## config.mk

```make
export PLATFORM = sky130hd
export DESIGN_NAME = arsp_top
export DESIGN_NICKNAME = d
export VERILOG_FILES = /design/src/pkg/arsp_pkg.sv /design/src/hdl/arsp_top.sv
export SDC_FILE = /design/constraint.sdc
export NUM_CORES = 1
export LEC_CHECK = 0
export BUFFER_PORTS_ARGS = -buffer_cell sky130_fd_sc_hd__clkbuf_2
export CAP_MARGIN = 20
export CORE_ASPECT_RATIO = 1.5
export CORE_MARGIN = 3
export CORE_UTILIZATION = 45
export DETAILED_ROUTE_END_ITERATION = 8
export GPL_TIMING_DRIVEN = 0
export SYNTH_ARGS = -nofsm -noshare
export SYNTH_HDL_FRONTEND = slang
export SYNTH_SLANG_ARGS = --single-unit
```

## constraint.sdc

```tcl
create_clock -name clk -period 2.4 [get_ports clk]
set_input_delay 0.48 -clock clk [delete_from_list [all_inputs] [get_ports clk]]
set_output_delay 0.48 -clock clk [all_outputs]
set_load 0.05 [all_outputs]
```

## src/pkg/arsp_pkg.sv

```systemverilog
package arsp_pkg;
   // -----------------------------------------------------------------
   // register byte addresses on the apb slave
   // -----------------------------------------------------------------
   localparam logic [7:0] ARSP_SEQ_OFS = 8'h00;
   localparam logic [7:0] ARSP_CFG_OFS = 8'h04;
   localparam logic [7:0] ARSP_FLAGS_OFS = 8'h08;
   localparam logic [7:0] ARSP_DIEN_OFS = 8'h0C;
   localparam logic [7:0] ARSP_PINS_OFS = 8'h10;
   localparam logic [7:0] ARSP_IRQ_ST_OFS = 8'h14;
   localparam logic [7:0] ARSP_IRQ_MASK_OFS = 8'h18;
   // result register n sits at 8'h20 + 4*n
   localparam logic [2:0] ARSP_RES_PAGE = 3'h1;
   // -----------------------------------------------------------------
   // field positions
   // -----------------------------------------------------------------
   localparam int ARSP_JUSTIFY_BIT = 0;
   localparam int ARSP_SIGNED_BIT = 1;
   localparam int ARSP_FAST_BIT = 0;
   localparam int ARSP_TRIG_EN_BIT = 1;
   localparam int ARSP_TRIG_SRC_BIT = 2;
   localparam int ARSP_RES8_BIT = 3;
   localparam int ARSP_TRIG_CH_LSB = 4;
   // -----------------------------------------------------------------
   // reset values
   // -----------------------------------------------------------------
   localparam logic [7:0] ARSP_BYTE_RST = 8'h00;
   localparam logic [7:0] ARSP_PINS_RST = 8'hFF;
   localparam logic [15:0] ARSP_RES_RST = 16'h0000;
   localparam logic [31:0] ARSP_WORD_ZERO = 32'h0000_0000;
   // apb phase of the slave
   typedef enum logic [0:0] {
      ARSP_IDLE = 1'b0,
      ARSP_ACCESS = 1'b1
   } arsp_phase_t;
endpackage

```

## src/hdl/arsp_top.sv

```systemverilog
// Decided for this implementation: the APB slave port and the address map.
`timescale 1ns/1ps
// Contract
// each finished conversion sets one done flag, eight sequence positions
// flag n and result register n belong to the n-th conversion
// writing the sequence start register clears all done flags
// fast clear off: status read then result x read clears flag x
// fast clear on: any read of result x clears flag x
// set beats read clears; sequence start clear beats set
// done flags readable always, writes to them do nothing
// input enable bit x gates pin x buffer; register read/write
// pin bit reads live level if enabled or selected trigger pin
// disabled and not trigger pin: pin bit reads one
// reset forces every pin level bit to one
// pin level register readable, writes ignored
// eight result registers, readable, writable only in special mode
// justify and signed selects in sequence start register format data
// signed is two's complement, left only; right ignores signed
// left: high byte holds bits 9:2 or 7:0, resets zero
// left: low byte bits 1:0 at 7:6, rest zero, resets zero
// right: result in low bits, upper bits read zero
module arsp_top
   import arsp_pkg::*;
#(
   parameter int NCH = 8,
   parameter int RES_W = 10
)
(
   // clock, reset, enable
   input wire logic clk,
   input wire logic reset_n,
   input wire logic ce,
   // apb slave
   input wire logic psel,
   input wire logic penable,
   input wire logic pwrite,
   input wire logic [7:0] paddr,
   input wire logic [31:0] pwdata,
   output logic [31:0] prdata,
   output logic pready,
   output logic pslverr,
   // sequencer side
   input wire logic conv_valid,
   input wire logic [RES_W-1:0] conv_data,
   output logic seq_start,
   // pads and mode
   input wire logic [NCH-1:0] analog_pin,
   input wire logic special_mode,
   output logic [NCH-1:0] input_buffer_enable_bit,
   // interrupt
   output logic irq
);
   // ----------------------------------------------------------------
   // state
   // ----------------------------------------------------------------
   arsp_phase_t phase_q;
   logic [31:0] prdata_q;
   logic err_q;
   logic [7:0] sequence_start_control_q;
   logic [7:0] cfg_q;
   logic [NCH-1:0] conversion_done_flags_q;
   logic [NCH-1:0] armed_q;
   logic [NCH-1:0] digital_input_enable_q;
   logic [NCH-1:0] pin_input_levels_q;
   logic [NCH-1:0] irq_st_q;
   logic [NCH-1:0] irq_mask_q;
   logic [2:0] pos_q;
   logic seq_start_q;
   logic [15:0] result_register_q [NCH];
   logic [15:0] fmt_d;
   logic [NCH-1:0] set_v;
   logic [NCH-1:0] clr_rd;
   logic done;
   logic wr;
   logic rd;
   logic seq_wr;
   logic res_hit;
   logic [2:0] res_idx;
   logic rd_res;
   logic rd_flags;
   logic fast_flag_clear;
   logic trigger_enable;
   logic trigger_source_select;
   logic [2:0] trigger_channel_select;
   logic left_just;

   // ----------------------------------------------------------------
   // apb decode
   // ----------------------------------------------------------------
   // pready is held low while ce is low so an access frozen after its setup cycle is not lost
   assign pready = ce & (phase_q == ARSP_ACCESS);
   assign pslverr = pready & err_q;
   assign prdata = prdata_q;
   assign done = psel & penable & pready;
   assign wr = done & pwrite;
   assign rd = done & ~pwrite;
   assign seq_wr = wr & (paddr == ARSP_SEQ_OFS);
   assign res_hit = (paddr[7:5] == ARSP_RES_PAGE) & (paddr[1:0] == 2'h0);
   assign res_idx = paddr[4:2];
   assign rd_res = rd & res_hit;
   assign rd_flags = rd & (paddr == ARSP_FLAGS_OFS);

   // configuration fields
   assign fast_flag_clear = cfg_q[ARSP_FAST_BIT];
   assign trigger_enable = cfg_q[ARSP_TRIG_EN_BIT];
   assign trigger_source_select = cfg_q[ARSP_TRIG_SRC_BIT];
   assign trigger_channel_select = cfg_q[ARSP_TRIG_CH_LSB +: 3];
   assign left_just = ~sequence_start_control_q[ARSP_JUSTIFY_BIT];
   assign input_buffer_enable_bit = digital_input_enable_q;
   assign seq_start = seq_start_q;
   assign irq = |(irq_st_q & irq_mask_q);

   // phase tracker: setup cycle arms, completing edge disarms
   always_ff @(posedge clk or negedge reset_n)
   begin
      if (!reset_n)
         phase_q <= ARSP_IDLE;
      else if (ce)
      begin
         case (phase_q)
            ARSP_IDLE:
               if (psel && !penable)
                  phase_q <= ARSP_ACCESS;
            ARSP_ACCESS:
               if (!psel || penable)
                  phase_q <= ARSP_IDLE;
            default:
               phase_q <= ARSP_IDLE;
         endcase
      end
   end

   // read data captured in the setup cycle so prdata comes from a flop
   always_ff @(posedge clk or negedge reset_n)
   begin
      if (!reset_n)
      begin
         prdata_q <= ARSP_WORD_ZERO;
         err_q <= 1'b0;
      end
      else if (ce && psel && !penable)
      begin
         err_q <= 1'b0;
         prdata_q <= ARSP_WORD_ZERO;
         case (paddr)
            ARSP_SEQ_OFS: prdata_q[7:0] <= sequence_start_control_q;
            ARSP_CFG_OFS: prdata_q[7:0] <= cfg_q;
            ARSP_FLAGS_OFS: prdata_q[NCH-1:0] <= conversion_done_flags_q;
            ARSP_DIEN_OFS: prdata_q[NCH-1:0] <= digital_input_enable_q;
            ARSP_PINS_OFS: prdata_q[NCH-1:0] <= pin_input_levels_q;
            ARSP_IRQ_ST_OFS: prdata_q[NCH-1:0] <= irq_st_q;
            ARSP_IRQ_MASK_OFS: prdata_q[NCH-1:0] <= irq_mask_q;
            default:
               if (res_hit)
                  prdata_q[15:0] <= result_register_q[res_idx];
               else
                  err_q <= 1'b1;
         endcase
      end
   end

   // ----------------------------------------------------------------
   // software registers
   // ----------------------------------------------------------------
   // the sequence start write also pulses seq_start to the sequencer
   always_ff @(posedge clk or negedge reset_n)
   begin
      if (!reset_n)
      begin
         sequence_start_control_q <= ARSP_BYTE_RST;
         cfg_q <= ARSP_BYTE_RST;
         digital_input_enable_q <= ARSP_BYTE_RST;
         irq_mask_q <= ARSP_BYTE_RST;
         seq_start_q <= 1'b0;
      end
      else if (ce)
      begin
         seq_start_q <= seq_wr;
         if (seq_wr)
            sequence_start_control_q <= pwdata[7:0];
         if (wr && paddr == ARSP_CFG_OFS)
            cfg_q <= pwdata[7:0];
         if (wr && paddr == ARSP_DIEN_OFS)
            digital_input_enable_q <= pwdata[NCH-1:0];
         if (wr && paddr == ARSP_IRQ_MASK_OFS)
            irq_mask_q <= pwdata[NCH-1:0];
      end
   end

   // sequence position: restarts on a new sequence, wraps after eight
   always_ff @(posedge clk or negedge reset_n)
   begin
      if (!reset_n)
         pos_q <= 3'h0;
      else if (ce)
      begin
         if (seq_wr)
            pos_q <= 3'h0;
         else if (conv_valid)
            pos_q <= pos_q + 3'h1;
      end
   end

   // ----------------------------------------------------------------
   // result formatting
   // ----------------------------------------------------------------
   // eight bit mode leaves the low byte top bits undefined; zero is used
   always_comb
   begin
      fmt_d = ARSP_RES_RST;
      if (left_just)
      begin
         if (cfg_q[ARSP_RES8_BIT])
            fmt_d = {conv_data[7:0], 8'h00};
         else
            fmt_d = {conv_data[9:0], 6'h00};
         if (sequence_start_control_q[ARSP_SIGNED_BIT])
            fmt_d[15] = ~fmt_d[15];
      end
      else if (cfg_q[ARSP_RES8_BIT])
         fmt_d = {8'h00, conv_data[7:0]};
      else
         fmt_d = {6'h00, conv_data[9:0]};
   end

   // ----------------------------------------------------------------
   // per channel flags, results, pins, interrupt status
   // ----------------------------------------------------------------
   genvar gi;
   generate
      for (gi = 0; gi < NCH; gi++)
      begin : g_ch
         assign set_v[gi] = conv_valid & (pos_q == 3'(gi));
         assign clr_rd[gi] = rd_res & (res_idx == 3'(gi))
            & (fast_flag_clear | armed_q[gi]);

         // start clear wins over set; set wins over read clears
         always_ff @(posedge clk or negedge reset_n)
         begin
            if (!reset_n)
               conversion_done_flags_q[gi] <= 1'b0;
            else if (ce)
            begin
               if (seq_wr)
                  conversion_done_flags_q[gi] <= 1'b0;
               else if (set_v[gi])
                  conversion_done_flags_q[gi] <= 1'b1;
               else if (clr_rd[gi])
                  conversion_done_flags_q[gi] <= 1'b0;
            end
         end

         // status read arms the two step clear of each flag
         always_ff @(posedge clk or negedge reset_n)
         begin
            if (!reset_n)
               armed_q[gi] <= 1'b0;
            else if (ce)
            begin
               if (rd_flags)
                  armed_q[gi] <= 1'b1;
               else if (seq_wr || (rd_res && res_idx == 3'(gi)))
                  armed_q[gi] <= 1'b0;
            end
         end

         // results load on their own conversion; test writes in special
         always_ff @(posedge clk or negedge reset_n)
         begin
            if (!reset_n)
               result_register_q[gi] <= ARSP_RES_RST;
            else if (ce)
            begin
               if (set_v[gi])
                  result_register_q[gi] <= fmt_d;
               else if (wr && res_hit && res_idx == 3'(gi) && special_mode)
                  result_register_q[gi] <= pwdata[15:0];
            end
         end

         // digital input path; a disabled buffer reads as one unless it is the selected trigger pin
         always_ff @(posedge clk or negedge reset_n)
         begin
            if (!reset_n)
               pin_input_levels_q[gi] <= 1'b1;
            else if (ce)
            begin
               if (digital_input_enable_q[gi] || (trigger_enable
                  && !trigger_source_select
                  && trigger_channel_select == 3'(gi)))
                  pin_input_levels_q[gi] <= analog_pin[gi];
               else
                  pin_input_levels_q[gi] <= 1'b1;
            end
         end

         // sticky event bit, write one clears, a new set wins
         always_ff @(posedge clk or negedge reset_n)
         begin
            if (!reset_n)
               irq_st_q[gi] <= 1'b0;
            else if (ce)
            begin
               if (set_v[gi])
                  irq_st_q[gi] <= 1'b1;
               else if (wr && paddr == ARSP_IRQ_ST_OFS && pwdata[gi])
                  irq_st_q[gi] <= 1'b0;
            end
         end
      end
   endgenerate
endmodule

```

==> metrics.yaml <==
drt:
  viasPerCell: 5.90
  ant_nets: 0
  wl_um: 40100
  vias: 9719
  drc: 0
  dr.pass1.iters: 5
  first_iter_violations: 791
  wl_per_cell_um: 24.3
timing:
  slew_violations: 0
  hold_violations: 0
  fmax_ghz: 0.426
  grt_setup_unrepaired: "false"
  skew_ns: 0.0107
  min_period_ns: 2.35
  min_period_over_period_pct: 97.8
  layout_setup_ws_ns: 0.0522
  relSlewSlack_pct: 39.1
  worst_slew_pin_slew_ns: 0.914
  setup_viol: 0
synth:
  avgSynthCellArea_um2: 9.67
  synth_area_um2: 11600
  postSynthCellCount: 1195
  ys_seq_elements: 214
  synth-seq-area-share_pct: 46.4
  async_flop_share_pct: 100
  synth_ff_type: "dfrtp_1"
  ys_warn_count: 0
  synth-edff-count: 0
  ys_types: 62
clock_tree:
  cts_inserted_buffers: 23
  tritoncts: "yes"
  worstSkewPairLatency_ns: 0.52
  cts_sinks: 214
  clk_pin_slew_worst_paths_ns: 0.06
  clockBufferDepth: 3
  root_buffer: "clkbuf_16"
  htree_levels: 1
  post_cts_buffers: 0
place:
  pre_cts_ws_ns: -0.689
  dpl.cell_count: 1605
  gp_congestion: 0.966
  dpl_cell_area_um2: 12400
  port_buffers: 65
  dp_hpwl_um: 29000
finish:
  area_growth_pct: 14.8
  final_cells: 1647
  final_layout_size_suffix_gt1_share_pct: 22.7
  final_util_pct: 52.6
  final_area_um2: 13300
  antennaDiodeCount: 0
  finalNetCount: 1375
setup_path:
  slowest_stage: "nor3_4"
  startpoint_type: "flop"
  r2r-end: "result_register_q[89]"
  startpoint: "phase_q"
  r2r_setup_slack_ns: 0.05
  crit_chain: "and4_1, nand2_2, nor3_4, a21oi_4, clkbuf_4, mux2_2"
  worstRegToRegCells: 6
  r2r_start: "phase_q"
  path_class: "reg -> reg"
  worstPathMaxFanout: 10
  cp.arrival_ns: 2.74
  max_stage_delay_ns: 0.48
  crit_path_end_kind: "flop"
  worstPathRequired_ns: 2.80
  crit_end: "result_register_q[89]"
die:
  coreArea_um2: 25200
  rows: 71
  die-height_um: 202
  start_util_pct: 45.8
  dieWidth_um: 137
  dieArea_um2: 27700
  pin_count: 110
grt:
  grt_overflow: 0
  grt_use_total_pct: 29.2
  antenna_found_initial: 0
  grt_max_degree: 91
  grt_pass1_wl_um: 60200
  first_global_vias: 9830
min_path:
  hp-class: "in -> reg"
power_and_ir_drop:
  p_per_area_nw_per_um2: 940
  p_total_mw: 12.5
  ir_drop_v: 0.000638
  p_leak_nw: 6.17
flow_run:
  cap_violations: 0
status:
  outcome: "completed"
## synthesized netlist by cell type (all sizes together), types with 8 or more instances
| cell type | count | area [µm²] |
|---|---|---|
| dfrtp | 206 | 5150 |
| nand2 | 199 | 747 |
| o21ai | 151 | 756 |
| nor2 | 102 | 385 |
| mux2 | 88 | 991 |
| a21oi | 87 | 447 |
| clkbuf | 69 | 259 |
| mux2i | 55 | 551 |
| buf | 45 | 257 |
| mux4 | 26 | 586 |
| a22oi | 16 | 120 |
| a21o | 15 | 113 |
| and3 | 10 | 62.6 |
| nor2b | 9 | 56.3 |
| a31oi | 8 | 50.1 |
| dfstp | 8 | 210 |
## per-layer routing
layer / track usage, % / share of wire (%)
met1: 34.9 / 37
met2: 48.7 / 49
met3: 3.34 / 5.6
met4: 20.1 / 8.5
met5: 0 / 0
## repair_timing
action,in CTS,in global routing
endpoints found under the hold margin,43,0
resized for setup,9,25
pin swaps,1,0
hold buffers,1,0
endpoints found under the setup margin,49,70
## flip-flops by register name (all words and copies together) (netlist names), 3 cells and up
| register | count |
|---|---|
| cfg_q | 8 |
| pin_input_levels_q | 8 |
| result_register_q | 128 |
| irq_mask_q | 8 |
| armed_q | 8 |
| input_buffer_enable_bit | 8 |
| pos_q | 3 |
| irq_st_q | 8 |
| sequence_start_control_q | 8 |
| prdata | 16 |
| conversion_done_flags_q | 8 |
## worst max-delay path: cells and delay by family, from the launching register on
family,cells,cell delay (ns)
mux,1,0.30
buf+inv,1,0.30
compound gates,1,0.20
flops,1,0.41
simple gates,3,1.00
## where the power goes
part | total (mW) | internal (mW) | switching [mW]
Clock | 3.57 | 2.08 | 1.50
Combinational | 3.50 | 1.49 | 2.01
Sequential | 5.39 | 4.75 | 0.641
## final cells by class
cell class / count / area, µm²
Buffer: 114 / 541
Clock buffer: 32 / 679
Clock inverter: 9 / 72.6
Fill cell: 2369 / 12000
Inverter: 7 / 26.3
Multi-Input combinational cell: 875 / 5770
Sequential cell: 214 / 5370
Tap cell: 328 / 410
Timing Repair Buffer: 68 / 399
## worst min path at each step
stage,to,cells past startpoint,start,slack [ns]
after floorplan,armed_q[0],0,reset_n,0.18
after global placement,sequence_start_control_q[7],2,sequence_start_control_q[7],0.46
after detailed placement,irq_mask_q[5],1,reset_n,0.45
after CTS,pin_input_levels_q[4],3,analog_pin[4],0.20
after global routing,pin_input_levels_q[2],3,analog_pin[2],0.21
final,pin_input_levels_q[1],3,analog_pin[1],0.20
## cell families (layout without fill, tap and decap cells)
family | after synthesis | count (layout) | share of synthesized area [%]
fa+ha+maj | 6 | 6 | 0.649
buf+inv | 121 | 230 | 4.69
flops | 214 | 214 | 46.4
compound gates | 315 | 315 | 15.7
mux | 169 | 169 | 18.4
other cells | 1 | 16 | 0.0324
simple gates | 367 | 367 | 13.9
xor+xnor | 2 | 2 | 0.152
## per-stage QoR
stage	hold slack (ns)	TNS (ns)
2_1_floorplan	0.184	0
3_3_place_gp	0.456	-811.58
3_5_place_dp	0.447	-58.52
4_1_cts	0.196	0
5_1_grt	0.211	0
6_report	0.204	0
## cell usage in the layout (no fill, tap or decap), types with 8 or more instances in the layout
master,count
buf_4,18
a21oi_1,84
a21o_1,15
nand2_1,198
mux2i_1,55
a22oi_1,14
mux4_2,26
nor2b_1,9
mux2_2,88
conb_1,16
dfstp_2,8
clkbuf_1,60
buf_2,14
nor2_1,100
o21ai_0,146
clkbuf_16,23
clkbuf_2,74
dfrtp_1,206
buf_1,11
clkbuf_8,8
and3_1,10
Note: power is estimated with default switching activity, not from simulation.
